## config.mk

```make
export PLATFORM = sky130hd
export DESIGN_NAME = imrc_core
export DESIGN_NICKNAME = d
export VERILOG_FILES = /design/src/inc/imrc_pkg.sv /design/src/imrc_core.sv /design/src/imrc_edge_det.sv
export SDC_FILE = /design/constraint.sdc
export NUM_CORES = 1
export LEC_CHECK = 0
export ABC_AREA = 1
export BUFFER_PORTS_ARGS = -buffer_cell sky130_fd_sc_hd__buf_2
export CAP_MARGIN = 20
export CORE_MARGIN = 1.5
export CORE_UTILIZATION = 52
export DETAILED_ROUTE_END_ITERATION = 12
export PLACE_DENSITY = 0.9
export SLEW_MARGIN = 20
export SYNTH_ARGS = -nofsm -noshare
export SYNTH_HDL_FRONTEND = slang
export SYNTH_SLANG_ARGS = --single-unit
```

## constraint.sdc

```tcl
create_clock -name mclk -period 2.1 [get_ports mclk]
set_clock_uncertainty 0.05 [all_clocks]
set_input_delay 0.105 -clock mclk [delete_from_list [all_inputs] [get_ports mclk]]
set_output_delay 0.105 -clock mclk [all_outputs]
set_load 0.05 [all_outputs]
```

## src/inc/imrc_pkg.sv

```systemverilog
// ------------------------------------------------------------------
// Shared constants of the idle mode release control block.
// ------------------------------------------------------------------
package imrc_pkg;

    // Register byte addresses on the Wishbone slave.
    localparam logic [7:0] ADDR_CTRL = 8'h00;
    localparam logic [7:0] ADDR_EDGE = 8'h04;
    localparam logic [7:0] ADDR_OSC  = 8'h08;
    localparam logic [7:0] ADDR_ADC  = 8'h0C;
    localparam logic [7:0] ADDR_STAT = 8'h10;
    localparam logic [7:0] ADDR_PORT = 8'h14;
    localparam logic [7:0] ADDR_CMD  = 8'h18;

    // Control register fields.
    localparam int CTRL_IE       = 0;
    localparam int CTRL_NMI_BUSY = 1;
    localparam int CTRL_IRQ_BUSY = 2;
    localparam int CTRL_MASK_A   = 3;
    localparam int CTRL_MASK_B   = 4;
    localparam int CTRL_MASK_W   = 5;
    localparam int CTRL_MSVC_A   = 6;
    localparam int CTRL_MSVC_B   = 7;
    localparam logic [7:0] CTRL_RESET = 8'h38;

    // Command register strobes (write only, self clearing).
    localparam int CMD_IDLE = 0;
    localparam int CMD_STOP = 1;
    localparam int CMD_RETURN_FROM_INTERRUPT_INSTR = 2;

    // Other register fields and reset values.
    localparam int OSC_EXT_CLOCK_SELECT_BIT        = 7;
    localparam int ADC_CONV_POWER  = 7;
    localparam int PORT_MODE       = 0;
    localparam int PORT_LATCH      = 1;
    localparam int PORT_DIR_IN     = 2;
    localparam logic [7:0] EDGE_RESET = 8'h00;
    localparam logic [7:0] OSC_RESET  = 8'h00;
    localparam logic [7:0] ADC_RESET  = 8'h00;
    localparam logic [2:0] PORT_RESET = 3'h5;

    // Release source indices; a lower index wins a branch.
    localparam int SRC_NMI = 0;
    localparam int SRC_A   = 1;
    localparam int SRC_B   = 2;
    localparam int SRC_W   = 3;
    localparam int NUM_SRC = 4;

    // Edge select codes, two bits per pin.
    localparam logic [1:0] EDGE_FALL = 2'h0;
    localparam logic [1:0] EDGE_RISE = 2'h1;
    localparam logic [1:0] EDGE_BOTH = 2'h2;

    typedef enum logic [1:0] {
        IMRC_RUN  = 2'b00,
        IMRC_IDLE = 2'b01,
        IMRC_STOP = 2'b10
    } imrc_mode_t;

endpackage

```

## src/imrc_core.sv

```systemverilog
`timescale 1ns/10ps
// What this block does
// - Leave idle on the selected edge at the non-maskable interrupt pin.
// - Released by that pin and acceptable: branch to its service routine.
// - Not acceptable: resume next instruction, hold request until return.
// - External pins release idle only unmasked, macro service off, chosen edge.
// - External release with enable flag set and acceptable: branch to routine.
// - External release with enable flag clear or unacceptable: resume next.
// - Reset pin falling during idle restarts the clock oscillator.
// - Reset leaving idle keeps data memory; ordinary reset does not.
// - Standby floats address, address/data and read/write strobes.
// - Standby floats address strobe; refresh/hold pin holds fixed level.
// - Standby request with a release already pending is not entered.
// - External clock select set stops the resonator oscillator.
// - Stop with external clock select clear grounds oscillator input.
// - Control mode pin follows peripheral; port mode follows latch.
// - Watch timer interrupt also releases idle.
module imrc_core (
    input  wire logic        mclk,
    input  wire logic        reset,
    input  wire logic        wb_cyc_i,
    input  wire logic        wb_stb_i,
    input  wire logic        wb_we_i,
    input  wire logic [7:0]  wb_adr_i,
    input  wire logic [3:0]  wb_sel_i,
    input  wire logic [31:0] wb_dat_i,
    output logic             wb_ack_o,
    output logic      [31:0] wb_dat_o,
    input  wire logic        reset_n_pin,
    input  wire logic        nmi_pin,
    input  wire logic        ext_irq_pin_a,
    input  wire logic        ext_irq_pin_b,
    input  wire logic        watch_timer_irq,
    input  wire logic        hold_ack_in,
    input  wire logic        periph_level,
    output logic      [1:0]  standby_mode,
    output logic             sys_clk_en,
    output logic             osc_en,
    output logic             osc_in_ground,
    output logic             ram_retain,
    output logic             cpu_run,
    output logic      [3:0]  vector_req,
    output logic             resume_next,
    output logic             bus_oe_n,
    output logic             addr_strobe_oe_n,
    output logic             refresh_hold_out,
    output logic             ctl_pin_out,
    output logic             ctl_pin_oe_n,
    output logic             conv_power
);

    // --------------------------------------------------------------
    // State record
    // --------------------------------------------------------------
    typedef struct packed {
        logic                 ack;
        logic [7:0]           dat;
        imrc_pkg::imrc_mode_t mode;
        logic [7:0]           ctrl;
        logic [7:0]           edge_sel;
        logic [7:0]           osc;
        logic [7:0]           adc;
        logic [2:0]           port;
        logic [3:0]           pend;
        logic [3:0]           vec;
        logic                 woke;
        logic                 resume;
        logic                 clk_en;
        logic                 osc_en;
        logic                 x1_gnd;
        logic                 ram_keep;
        logic                 cpu_run;
        logic                 bus_oe_n;
        logic                 addr_strobe_out_oe_n;
        logic                 hold_lvl;
        logic                 pin_out;
        logic                 pin_oe_n;
        logic                 rst_prev;
    } imrc_state_t;

    imrc_state_t st;
    imrc_state_t nx;

    logic [3:0] edges;
    logic [3:0] rel;
    logic [3:0] take;
    logic [3:0] grant;
    logic       acc;
    logic       wr;
    logic       idle_wr;
    logic       stop_wr;
    logic       return_from_interrupt_instr_wr;
    logic       mask_ok;

    // Lowest index first, so the non-maskable source always wins.
    function automatic logic [3:0] first_one(input logic [3:0] v);
        logic [3:0] r;
        r = 4'h0;
        for (int i = imrc_pkg::NUM_SRC - 1; i >= 0; i--) begin
            if (v[i]) begin
                r = 4'h0;
                r[i] = 1'b1;
            end
        end
        return r;
    endfunction

    // --------------------------------------------------------------
    // Pin edge detection
    // --------------------------------------------------------------
    // The watch timer request is a rising pulse from the timer.
    imrc_edge_det #(
        .N (imrc_pkg::NUM_SRC)
    ) u_edge (
        .mclk  (mclk),
        .reset (reset),
        .pin   ({watch_timer_irq, ext_irq_pin_b, ext_irq_pin_a, nmi_pin}),
        .sel   ({imrc_pkg::EDGE_RISE, st.edge_sel[5:0]}),
        .hit   (edges)
    );

    // --------------------------------------------------------------
    // Release qualification and acceptance
    // --------------------------------------------------------------
    always_comb begin
        rel[imrc_pkg::SRC_NMI] = edges[imrc_pkg::SRC_NMI];
        rel[imrc_pkg::SRC_A]   = edges[imrc_pkg::SRC_A]
                               & ~st.ctrl[imrc_pkg::CTRL_MASK_A]
                               & ~st.ctrl[imrc_pkg::CTRL_MSVC_A];
        rel[imrc_pkg::SRC_B]   = edges[imrc_pkg::SRC_B]
                               & ~st.ctrl[imrc_pkg::CTRL_MASK_B]
                               & ~st.ctrl[imrc_pkg::CTRL_MSVC_B];
        rel[imrc_pkg::SRC_W]   = edges[imrc_pkg::SRC_W]
                               & ~st.ctrl[imrc_pkg::CTRL_MASK_W];
        mask_ok = st.ctrl[imrc_pkg::CTRL_IE]
                & ~st.ctrl[imrc_pkg::CTRL_IRQ_BUSY];
        take[imrc_pkg::SRC_NMI] = st.pend[imrc_pkg::SRC_NMI]
                                & ~st.ctrl[imrc_pkg::CTRL_NMI_BUSY];
        take[imrc_pkg::SRC_A] = st.pend[imrc_pkg::SRC_A] & mask_ok;
        take[imrc_pkg::SRC_B] = st.pend[imrc_pkg::SRC_B] & mask_ok;
        take[imrc_pkg::SRC_W] = st.pend[imrc_pkg::SRC_W] & mask_ok;
        grant = (st.mode == imrc_pkg::IMRC_RUN) ? first_one(take) : 4'h0;
    end

    // Bus strobes: a write lands on the edge at which ack is seen.
    assign acc     = wb_cyc_i & wb_stb_i;
    assign wr      = acc & st.ack & wb_we_i & wb_sel_i[0];
    assign idle_wr = wr & (wb_adr_i == imrc_pkg::ADDR_CMD)
                   & wb_dat_i[imrc_pkg::CMD_IDLE];
    assign stop_wr = wr & (wb_adr_i == imrc_pkg::ADDR_CMD)
                   & wb_dat_i[imrc_pkg::CMD_STOP];
    assign return_from_interrupt_instr_wr = wr & (wb_adr_i == imrc_pkg::ADDR_CMD)
                   & wb_dat_i[imrc_pkg::CMD_RETURN_FROM_INTERRUPT_INSTR];

    // --------------------------------------------------------------
    // Next state
    // --------------------------------------------------------------
    always_comb begin
        nx        = st;
        nx.vec    = 4'h0;
        nx.resume = 1'b0;
        nx.ack    = acc & ~st.ack;

        // Read data is captured together with ack.
        if (acc & ~st.ack) begin
            case (wb_adr_i)
                imrc_pkg::ADDR_CTRL: nx.dat = st.ctrl;
                imrc_pkg::ADDR_EDGE: nx.dat = st.edge_sel;
                imrc_pkg::ADDR_OSC:  nx.dat = st.osc;
                imrc_pkg::ADDR_ADC:  nx.dat = st.adc;
                imrc_pkg::ADDR_STAT: nx.dat = {st.ram_keep, st.osc_en,
                                               st.pend, st.mode};
                imrc_pkg::ADDR_PORT: nx.dat = {5'h00, st.port};
                default:             nx.dat = 8'h00;
            endcase
        end

        // Register writes; unmapped addresses are acked and ignored.
        if (wr) begin
            case (wb_adr_i)
                imrc_pkg::ADDR_CTRL: nx.ctrl     = wb_dat_i[7:0];
                imrc_pkg::ADDR_EDGE: nx.edge_sel = wb_dat_i[7:0];
                imrc_pkg::ADDR_OSC:  nx.osc      = wb_dat_i[7:0];
                imrc_pkg::ADDR_ADC:  nx.adc      = wb_dat_i[7:0];
                imrc_pkg::ADDR_PORT: nx.port     = wb_dat_i[2:0];
                default:             nx.port     = nx.port;
            endcase
        end

        // Return from a routine frees the non-maskable level first.
        if (return_from_interrupt_instr_wr) begin
            if (st.ctrl[imrc_pkg::CTRL_NMI_BUSY]) begin
                nx.ctrl[imrc_pkg::CTRL_NMI_BUSY] = 1'b0;
            end else begin
                nx.ctrl[imrc_pkg::CTRL_IRQ_BUSY] = 1'b0;
            end
        end

        // A granted request clears its pending bit; a new edge in the
        // same cycle sets it again, so no event is lost.
        nx.vec  = grant;
        nx.pend = (st.pend & ~grant) | rel;
        if (grant[imrc_pkg::SRC_NMI]) begin
            nx.ctrl[imrc_pkg::CTRL_NMI_BUSY] = 1'b1;
        end else if (grant != 4'h0) begin
            nx.ctrl[imrc_pkg::CTRL_IRQ_BUSY] = 1'b1;
        end

        // Mode sequencing.
        case (st.mode)
            imrc_pkg::IMRC_RUN: begin
                if (st.woke) begin
                    nx.woke   = 1'b0;
                    nx.resume = (grant == 4'h0);
                end
                if (idle_wr | stop_wr) begin
                    if ((st.pend | rel) != 4'h0) begin
                        nx.resume = (grant == 4'h0);
                    end else if (idle_wr) begin
                        nx.mode = imrc_pkg::IMRC_IDLE;
                    end else begin
                        nx.mode = imrc_pkg::IMRC_STOP;
                    end
                end
            end
            imrc_pkg::IMRC_IDLE, imrc_pkg::IMRC_STOP: begin
                if (rel != 4'h0) begin
                    nx.mode = imrc_pkg::IMRC_RUN;
                    nx.woke = 1'b1;
                end
            end
            default: nx.mode = imrc_pkg::IMRC_RUN;
        endcase

        // Pin-driven outputs follow the mode being entered.
        nx.clk_en    = (nx.mode == imrc_pkg::IMRC_RUN);
        nx.osc_en    = ~nx.osc[imrc_pkg::OSC_EXT_CLOCK_SELECT_BIT]
                     & (nx.mode != imrc_pkg::IMRC_STOP);
        nx.x1_gnd    = ~nx.osc[imrc_pkg::OSC_EXT_CLOCK_SELECT_BIT]
                     & (nx.mode == imrc_pkg::IMRC_STOP);
        nx.bus_oe_n  = (nx.mode != imrc_pkg::IMRC_RUN);
        nx.addr_strobe_out_oe_n = (nx.mode != imrc_pkg::IMRC_RUN);
        if (nx.mode == imrc_pkg::IMRC_RUN) begin
            nx.hold_lvl = hold_ack_in;
        end
        if (nx.port[imrc_pkg::PORT_MODE]) begin
            nx.pin_out  = nx.port[imrc_pkg::PORT_LATCH];
            nx.pin_oe_n = nx.port[imrc_pkg::PORT_DIR_IN];
        end else begin
            nx.pin_out  = periph_level;
            nx.pin_oe_n = 1'b0;
        end

        // Reset pin: bus, address strobe and control pin float and the oscillator restarts;
        // memory is kept only when the reset came out of idle.
        nx.rst_prev = reset_n_pin;
        nx.cpu_run  = reset_n_pin;
        if (st.rst_prev & ~reset_n_pin) begin
            nx.ram_keep = (st.mode == imrc_pkg::IMRC_IDLE);
        end
        if (~reset_n_pin) begin
            nx.mode      = imrc_pkg::IMRC_RUN;
            nx.pend      = 4'h0;
            nx.vec       = 4'h0;
            nx.woke      = 1'b0;
            nx.resume    = 1'b0;
            nx.clk_en    = 1'b1;
            nx.osc_en    = 1'b1;
            nx.x1_gnd    = 1'b0;
            nx.bus_oe_n  = 1'b1;
            nx.addr_strobe_out_oe_n = 1'b1;
            nx.pin_oe_n  = 1'b1;
        end
    end

    // --------------------------------------------------------------
    // State register
    // --------------------------------------------------------------
    always_ff @(posedge mclk or posedge reset) begin
        if (reset) begin
            st          <= '0;
            st.mode     <= imrc_pkg::IMRC_RUN;
            st.ctrl     <= imrc_pkg::CTRL_RESET;
            st.edge_sel <= imrc_pkg::EDGE_RESET;
            st.osc      <= imrc_pkg::OSC_RESET;
            st.adc      <= imrc_pkg::ADC_RESET;
            st.port     <= imrc_pkg::PORT_RESET;
            st.clk_en   <= 1'b1;
            st.osc_en   <= 1'b1;
            st.bus_oe_n <= 1'b1;
            st.addr_strobe_out_oe_n <= 1'b1;
            st.pin_oe_n <= 1'b1;
        end else begin
            st <= nx;
        end
    end

    // Every output is a field of the state record.
    assign wb_ack_o         = st.ack;
    assign wb_dat_o         = {24'h000000, st.dat};
    assign standby_mode     = st.mode;
    assign sys_clk_en       = st.clk_en;
    assign osc_en           = st.osc_en;
    assign osc_in_ground    = st.x1_gnd;
    assign ram_retain       = st.ram_keep;
    assign cpu_run          = st.cpu_run;
    assign vector_req       = st.vec;
    assign resume_next      = st.resume;
    assign bus_oe_n         = st.bus_oe_n;
    assign addr_strobe_oe_n = st.addr_strobe_out_oe_n;
    assign refresh_hold_out = st.hold_lvl;
    assign ctl_pin_out      = st.pin_out;
    assign ctl_pin_oe_n     = st.pin_oe_n;
    assign conv_power       = st.adc[imrc_pkg::ADC_CONV_POWER];
endmodule

```

## src/imrc_edge_det.sv

```systemverilog
`timescale 1ns/10ps
// ------------------------------------------------------------------
// Edge detector for the release pins.
// ------------------------------------------------------------------
module imrc_edge_det #(
    parameter int N = 4
) (
    input  wire logic           mclk,
    input  wire logic           reset,
    input  wire logic [N-1:0]   pin,
    input  wire logic [2*N-1:0] sel,
    output logic      [N-1:0]   hit
);

    typedef struct packed {
        logic [N-1:0] prev;
        logic         armed;
    } imrc_edge_state_t;

    imrc_edge_state_t st;
    imrc_edge_state_t nx;

    // Decode one pin against its selected polarity.
    function automatic logic edge_hit(input logic p, input logic c,
                                      input logic [1:0] s);
        logic r;
        r = 1'b0;
        case (s)
            imrc_pkg::EDGE_FALL: r = p & ~c;
            imrc_pkg::EDGE_RISE: r = ~p & c;
            imrc_pkg::EDGE_BOTH: r = p ^ c;
            default:             r = 1'b0;
        endcase
        return r;
    endfunction

    // The first cycle after reset only learns the pin levels, so a pin
    // already high then is not taken for a rising edge.
    always_comb begin
        nx       = st;
        nx.prev  = pin;
        nx.armed = 1'b1;
        for (int i = 0; i < N; i++) begin
            hit[i] = st.armed & edge_hit(st.prev[i], pin[i], sel[2*i +: 2]);
        end
    end

    always_ff @(posedge mclk or posedge reset) begin
        if (reset) begin
            st <= '0;
        end else begin
            st <= nx;
        end
    end

endmodule

```

==> impl_summary.txt, run 1 <==
----------------------------------------------------
[Yosys]
  Compound-gate portion of the synthesized area ... 0.119
  Async S/R FF share, synth ... 1.00
  Most used DFF post-synth ... dfrtp_1
  Proportion of synthesized area in mux cells ... 0.00310
  Cell type with the largest total area after synthesis ... dfrtp_1
  Xor/xnor share of the synthesized area ... 0
  Number of synthesized flops with an enable pin ... 0
  Simple-gate area share of the yosys netlist ... 0.215
  Top post-synthesis cells by area ... dfrtp_1 (42%), nand2_1 (9.5%), buf_4 (8.3%), dfstp_2 (6.5%), inv_1 (4.3%)
  Syn Inst Count ... 427
  Largest family of logic cells by synthesized area ... simple AND/OR/NAND/NOR gates
  Post-Synth Adder-Cell Area ... 0.0310
  Register area share after synthesis ... 0.486
  Number of storage elements in the synthesis netlist ... 70
  Mean post-synth cell area ... 8.49 sq um
  Total of warnings raised by yosys ... 0
  Number of distinct standard cells referenced by the synthesized netlist ... 38
  Area share of the leading cell type in the synthesized netlist ... 0.421
  Post-synthesis cell area ... 0.00363 sq mm

[Routing]
  Total vias in the final route ... 3100
  Routed Wire Length ... 8370 um
  DRT iter0 DRCs ... 420
  Routed len/inst ... 14.6 um
  Remaining DRCs ... 0
  Residual antenna-violating net count after detailed routing ... 0
  Via density ... 5.41
  Initial DRT Pass Iterations ... 5

[GRT]
  Via count of the first global-routing pass ... 2789
  Initial antenna violation count ... 0
  Maximum number of pins on one net before global-route repair ... 71
  Global-route wire length before repair ... 13100 um
  Total global routing track utilization ... 0.230
  Residual overflow from global routing ... 0

[Clock network]
  Clock transition at the register clock pins on the worst setup and hold paths after CTS ... 0.07 ns
  Maximum number of buffers from clock root to sink ... 2
  Latest clock arrival within the worst-skew pair ... 0.35 ns
  Clock tree from TritonCTS ... done
  Clock root cell ... clkbuf_8
  CTS Sinks ... 70
  CTS buffer count ... 9
  Deepest level of the CTS H-tree ... 3

[STA]
  RSZ-0062 raised after global routing ... true
  Max frequency ... 491 MHz
  Total of endpoints with negative setup slack in the final report ... 0
  Transition at the pin with the smallest max-transition slack ... 0.490 ns
  Total count of hold-check failures in the final report ... 0
  Normalized max-slew margin ... 0.671
  Fraction of the cycle the final worst path needs ... 0.971
  Min cycle time layout ... 2.04 ns
  Final Slew Violations ... 0
  Aggregate negative setup slack ... 0 ns

[Place]
  Final HPWL DP ... 5830 um
  Cell Count Post-Placement ... 545
  Final RePlAce weighted congestion ... 0.916
  Area after detailed placement ... 0.00382 sq mm
  Port bufs ... 55

[Setup path]
  CP Data Required Time ... 2.29 ns
  Worst setup SP type ... register
  Type of destination of the critical path ... register
  Max Fanout on Critical Path ... 4
  Critical Path AT ... 2.23 ns
  Kind of critical path ... register to register

[Cells and area]
  Diode count ... 0
  Number of standard cells in the final layout excluding fillers ... 573
  Synthesis-to-layout area growth ... 13.6%
  Final design area excluding fillers ... 0.00412 sq mm
  Core Util, Final ... 0.610
  Share of layout cells above drive strength 1 ... 0.243
  Final net count ... 553

[Flow run]
  Max capacitance violation total ... 0

[Floorplanning]
  Die area ... 0.00749 sq mm
  Total core area ... 0.00676 sq mm
  Overall die width ... 86.5 um
  Die Y-Extent ... 86.5 um
  Total I/O pin count ... 107
  Effective utilization at floorplan ... 0.537
  Cell row count ... 30

[Pwr]
  Worst voltage drop across the vdd grid ... 0.000276 V
  PwrDens ... 660 mW/mm^2
  Leakage power of the design ... 2.09 nW

[Min path]
  Hold crit path type ... input port to register

[Status]
  Result of the run ... complete, no violations

----------------------------------------------------
-- area by class of cell --
| class | count | area [sq um] |
|---|---|---|
| fillers | 556 | 2640 |
| flip-flops and latches | 70 | 1760 |
| clock buffers | 15 | 156 |
| repair buffers | 74 | 450 |
| well taps | 80 | 100 |
| multi-input cells | 283 | 1460 |
| clock inverters | 1 | 5.00 |
| inverters | 50 | 188 |
-- logic make-up (layout without fill, tap and decap cells) --
group                    Yosys count  count (layout)
AO/OA/AOI/OAI                     79              79
adder cells (fa/ha/maj)            9               9
buffers and inverters             97             140
flip-flops                        70              70
multiplexers                       1               1
other                              2              25
AND/OR/NAND/NOR                  169             169
-- layout by cell type (no fill, tap or decap), types with 14 or more instances in the layout --
cell,n
nand3_1,29
conb_1,25
inv_1,41
buf_2,55
a21oi_1,14
dfrtp_1,61
nor2_1,22
o21ai_1,16
o21ai_0,31
nand2_1,88
-- per-stage QoR --
| step | setup WS, ns | total power [mW] | hold slack (ns) |
|---|---|---|---|
| after floorplan | 0.126 | 1.73 | 0.0864 |
| after global placement | 0.118 | 1.77 | 0.152 |
| after CTS | 0.00974 | 2.71 | 0.00397 |
| final | 0.0617 | 2.72 | 0.0127 |
| after global routing | -0.171 | 2.82 | 0.0269 |
| after detailed placement | 0.0573 | 1.78 | 0.161 |
-- sequential cells by signal (all words and copies together) (netlist names), 2 cells and up --
register	count
st	40
standby_mode	2
u_edge.st	5
vector_req	4
wb_dat_o	8
-- critical path, stage by stage (launching register included) --
cell	delay [ns]
dfrtp_1	0.39
ha_1	0.28
nand2_1	0.06
nand2_2	0.06
o21ai_2	0.05
nand2_1	0.09
nand2_2	0.08
nor2_4	0.17
nand3_2	0.12
nand2_1	0.13
nand2_1	0.07
nand2_1	0.07
nand2_2	0.08
nand2_4	0.09
nand2_2	0.05
nand2_1	0.05
nand2_1	0.04
-- layer usage --
layer / vias up / wire length [um] / global-route usage / part of all wire
li1: 1442 / - / - / -
met1: 1453 / 3480 / 0.298 / 0.42
met2: 172 / 3980 / 0.359 / 0.48
met3: 33 / 603 / 0.0524 / 0.072
met4: 0 / 306 / 0.123 / 0.037
met5: - / 0 / 0 / 0
-- cells in the mapped netlist (2+ instances only) --
library cell   n
nor2_1        22
nand2_1       92
o22ai_1        2
dfrtp_1       61
nor3_1         3
o21ai_1       17
o21ai_0       31
buf_2          5
nand3_1       30
inv_1         42
nand2_2        4
inv_2          7
a21oi_1       14
nand3_2        4
nor4_1         2
nor3_2         2
a31oi_1        7
ha_1           9
buf_4         40
clkbuf_1       2
conb_1         2
dfstp_2        9
a21o_1         2
nor2_2         4
-- where the power goes --
part	leakage, nW	total (mW)	internal [mW]	switching, mW
clock	0.0817	0.941	0.462	0.478
combinational	1.11	0.381	0.0893	0.292
sequential	0.901	1.40	1.38	0.0190
-- final timing paths --
| check | from | to | slack, ns | cells past startpoint |
|---|---|---|---|---|
| min reg2reg | wb_dat_o[4]$_DFFE_PP0P_ | wb_dat_o[4]$_DFFE_PP0P_ | 0.42 | 1 |
| min | wb_dat_i[6] | st[30]$_DFFE_PP0P_ | 0.01 | 3 |
| max in group asynchronous | reset | addr_strobe_oe_n$_DFF_PP1_ | 1.34 | 4 |
| min in group asynchronous | reset | resume_next$_DFF_PP0_ | 0.30 | 4 |
| max reg2reg | u_edge.st[1]$_DFF_PP0_ | refresh_hold_out$_DFFE_PP0N_ | 0.06 | 16 |
| max | u_edge.st[1]$_DFF_PP0_ | refresh_hold_out$_DFFE_PP0N_ | 0.06 | 16 |
-- what timing repair did --
| action | 4_1_cts | 5_1_grt |
|---|---|---|
| hold buffers | 8 | 0 |
| setup buffers | 0 | 4 |
| gates resized for setup | 0 | 8 |
| setup endpoints to repair | 0 | 6 |
| endpoints found under the hold margin | 72 | 0 |
No activity file was read; power rests on OpenSTA's default activity.
==> inputs of run 2 (changes only) <==
--- a/config.mk
+++ b/config.mk
@@ -11,7 +11,9 @@
 export CORE_MARGIN = 1.5
 export CORE_UTILIZATION = 52
 export DETAILED_ROUTE_END_ITERATION = 12
+export HOLD_SLACK_MARGIN = 0.15
 export PLACE_DENSITY = 0.9
+export SKIP_LAST_GASP = 1
 export SLEW_MARGIN = 20
 export SYNTH_ARGS = -nofsm -noshare
 export SYNTH_HDL_FRONTEND = slang
==> constraint.sdc (replaced) <==
create_clock -name mclk -period 2.32 [get_ports mclk]
set_clock_uncertainty 0.05 [all_clocks]
set_input_delay 0.116 -clock mclk [delete_from_list [all_inputs] [get_ports mclk]]
set_output_delay 0.116 -clock mclk [all_outputs]
set_load 0.05 [all_outputs]
==> run 2 against run 1 <==
Against the previous run:
- largest cell class unchanged
- final area rose by 2.4%
- global-route usage rose by 0.64 points
- clock power rose by 21%
- critical endpoint unchanged
- setup slack improved by 0.11 ns
==> impl_summary.txt, run 2 (synthesis gave the netlist of run 1 again) <==
----------------------------------------------------
[Status]
  Result of the run ... complete, no violations

[Floorplanning]
  Die area ... 0.00749 sq mm (unchanged)
  Overall die width ... 86.5 um (unchanged)
  Total core area ... 0.00676 sq mm (unchanged)
  Total I/O pin count ... 107 (unchanged)
  Cell row count ... 30 (unchanged)
  Effective utilization at floorplan ... 0.537 (unchanged)
  Die Y-Extent ... 86.5 um (unchanged)

[Pwr]
  Leakage power of the design ... 2.14 nW (+2.3%)
  Total power of the final layout ... 2.75 mW (+1.1%)
  Worst voltage drop across the vdd grid ... 0.000281 V (+1.6%)
  PwrDens ... 651 mW/mm^2 (-1.3%)

[STA]
  Final Hold Slack ... 0.164 ns (+0.151 ns)
  Total of endpoints with negative setup slack in the final report ... 0 (unchanged)
  RSZ-0062 raised after global routing ... false
  Aggregate negative setup slack ... 0 ns (unchanged)
  Transition at the pin with the smallest max-transition slack ... 0.871 ns (+0.381 ns)
  Max frequency ... 466 MHz
  Fraction of the cycle the final worst path needs ... 0.925
  Total count of hold-check failures in the final report ... 0 (unchanged)
  Min cycle time layout ... 2.15 ns
  Normalized max-slew margin ... 0.420 (-0.251)
  Min setup slack post-route ... 0.174 ns (+0.112 ns)
  Final Slew Violations ... 0 (unchanged)

[Setup path]
  Type of destination of the critical path ... register
  Max Fanout on Critical Path ... 6 (+2)
  Depth of the most critical reg-to-reg path ... 15 (-1)
  Worst-case register-to-register setup slack ... 0.23 ns (+0.17 ns)
  CP Data Required Time ... 2.51 ns (+0.22 ns)
  Worst setup SP type ... input port
  Capture point of the worst reg-to-reg path ... refresh_hold_out$_DFFE_PP0N_
  Critical Path AT ... 2.34 ns (+0.11 ns)
  Kind of critical path ... input port to register
  Start of the worst register-to-register path ... u_edge.st[3]$_DFF_PP0_

[Flow run]
  Max capacitance violation total ... 0 (unchanged)

[Place]
  Final RePlAce weighted congestion ... 0.892 (-2.7%)
  Cell Count Post-Placement ... 544 (-0.18%)
  Area after detailed placement ... 0.00380 sq mm (-0.52%)
  Port bufs ... 55 (unchanged)
  Final HPWL DP ... 5690 um (-2.3%)
  Pre-CTS setup slack ... 0.198 ns (+0.141 ns)

[Routing]
  Initial DRT Pass Iterations ... 5 (unchanged)
  Residual antenna-violating net count after detailed routing ... 0 (unchanged)
  Routed Wire Length ... 8170 um (-2.3%)
  Remaining DRCs ... 0 (unchanged)
  Routed len/inst ... 14.1 um (-3.2%)
  Total vias in the final route ... 3109 (+0.29%)
  Via density ... 5.38 (-0.58%)
  DRT iter0 DRCs ... 299 (-29%)

[GRT]
  Initial antenna violation count ... 0 (unchanged)
  Total global routing track utilization ... 0.236 (+0.00640)
  Met1 GRT Util ... 0.309 (+0.0108)
  Highest-utilization routing layer at the global route stage ... met2
  Met2 capacity usage during global routing ... 0.354 (-0.00568)
  Residual overflow from global routing ... 0 (unchanged)
  GR Util met3 ... 0.0590 (+0.00667)
  Global-route wire length before repair ... 13500 um (+3.4%)
  Maximum number of pins on one net before global-route repair ... 71 (unchanged)
  Via count of the first global-routing pass ... 2927 (+4.9%)

[Clock network]
  Clock tree from TritonCTS ... done
  CTS Sinks ... 70 (unchanged)
  Buffers inserted during post-CTS setup optimization ... 0 (unchanged)
  Deepest level of the CTS H-tree ... 3 (unchanged)
  Clock root cell ... clkbuf_8
  Clock transition at the register clock pins on the worst setup and hold paths after CTS ... 0.07 ns (about the same)
  Latest clock arrival within the worst-skew pair ... 0.35 ns (about the same)
  Maximum number of buffers from clock root to sink ... 2 (unchanged)
  CTS buffer count ... 9 (unchanged)

[Cells and area]
  Most common cell after layout, fill and taps aside ... nand2_1
  Number of standard cells in the final layout excluding fillers ... 578 (+0.87%)
  Final net count ... 558 (+0.90%)
  Final design area excluding fillers ... 0.00422 sq mm (+2.4%)
  Diode count ... 0 (unchanged)
  Most flops, register ... st
  Flip-flop count of the largest register after layout ... 40 (unchanged)
  Commonest cells after routing, fill and taps aside ... nand2_1 (92), dfrtp_1 (61), buf_2 (55), inv_1 (41), o21ai_0 (31)
  Synthesis-to-layout area growth ... 16.4%
  Core Util, Final ... 0.625 (+0.0146)
  Share of layout cells above drive strength 1 ... 0.227 (-0.0165)

[Min path]
  Min-Delay Startpoint ... wb_adr_i[3]
  Hold crit path type ... input port to register
  Number of instances on the worst hold path ... 5 (+2)
  Hold path endpoint ... wb_dat_o[1]$_DFFE_PP0P_

----------------------------------------------------
run 2: cell types whose count changed in the layout (fill, tap and decap cells not counted), sizes merged:
cell	previous run	this run
bufinv	0	2
clkbuf	15	13
dlygate4sd3	8	18
buf	66	61
run 2: metal layers:
| layer | vias to the layer above | routed length [um] |
|---|---|---|
| li1 | 1457 | - |
| met1 | 1472 | 3400 |
| met2 | 147 | 3920 |
| met3 | 33 | 553 |
| met4 | 0 | 298 |
| met5 | - | 0 |
run 2: final cells by class:
cell class	count	area, sq um
flip-flops and latches	70	1760
multi-input cells	283	1440
inverters	50	188
clock buffers	13	169
fillers	544	2540
clock inverters	3	65.1
repair buffers	79	500
well taps	80	100
run 2: worst max path at each step:
stage | slack [ns] | cells after the start | to | start
after global placement | 0.34 | 16 | refresh_hold_out$_DFFE_PP0N_ | u_edge.st[2]$_DFF_PP0_
after floorplan | 0.35 | 13 | refresh_hold_out$_DFFE_PP0N_ | wb_ack_o$_DFF_PP0_
final | 0.17 | 19 | refresh_hold_out$_DFFE_PP0N_ | ext_irq_pin_a
after CTS | 0.13 | 19 | refresh_hold_out$_DFFE_PP0N_ | ext_irq_pin_a
after detailed placement | 0.20 | 15 | refresh_hold_out$_DFFE_PP0N_ | u_edge.st[3]$_DFF_PP0_
after global routing | 0.05 | 19 | refresh_hold_out$_DFFE_PP0N_ | nmi_pin
run 2: critical path, cell delays in order:
cell and delay [ns]:
dlygate4sd3_1 0.52, buf_2 0.12, inv_1 0.05, ha_1 0.28, inv_1 0.04, nand2_1 0.04, nand2_1 0.06, nand3_1 0.12
nand2_1 0.11, nor2_4 0.18, nand3_2 0.13, nand2_1 0.10, nand2_1 0.06, nand2_1 0.06, nand2_1 0.08, nand2_2 0.10
nand2_1 0.07, nand2_1 0.06, nand2_1 0.05
run 2: repair_timing:
action / in CTS / in global routing
hold buffers: 18 / 0
gates resized for setup: 0 / 1
endpoints found under the setup margin: 0 / 2
endpoints found under the hold margin: 111 / 0
run 2: where the power goes:
part / total (mW) / switching (mW) / internal, mW
registers: 1.26 / 0.0165 / 1.25
logic: 0.345 / 0.263 / 0.0818
clock network: 1.14 / 0.447 / 0.692
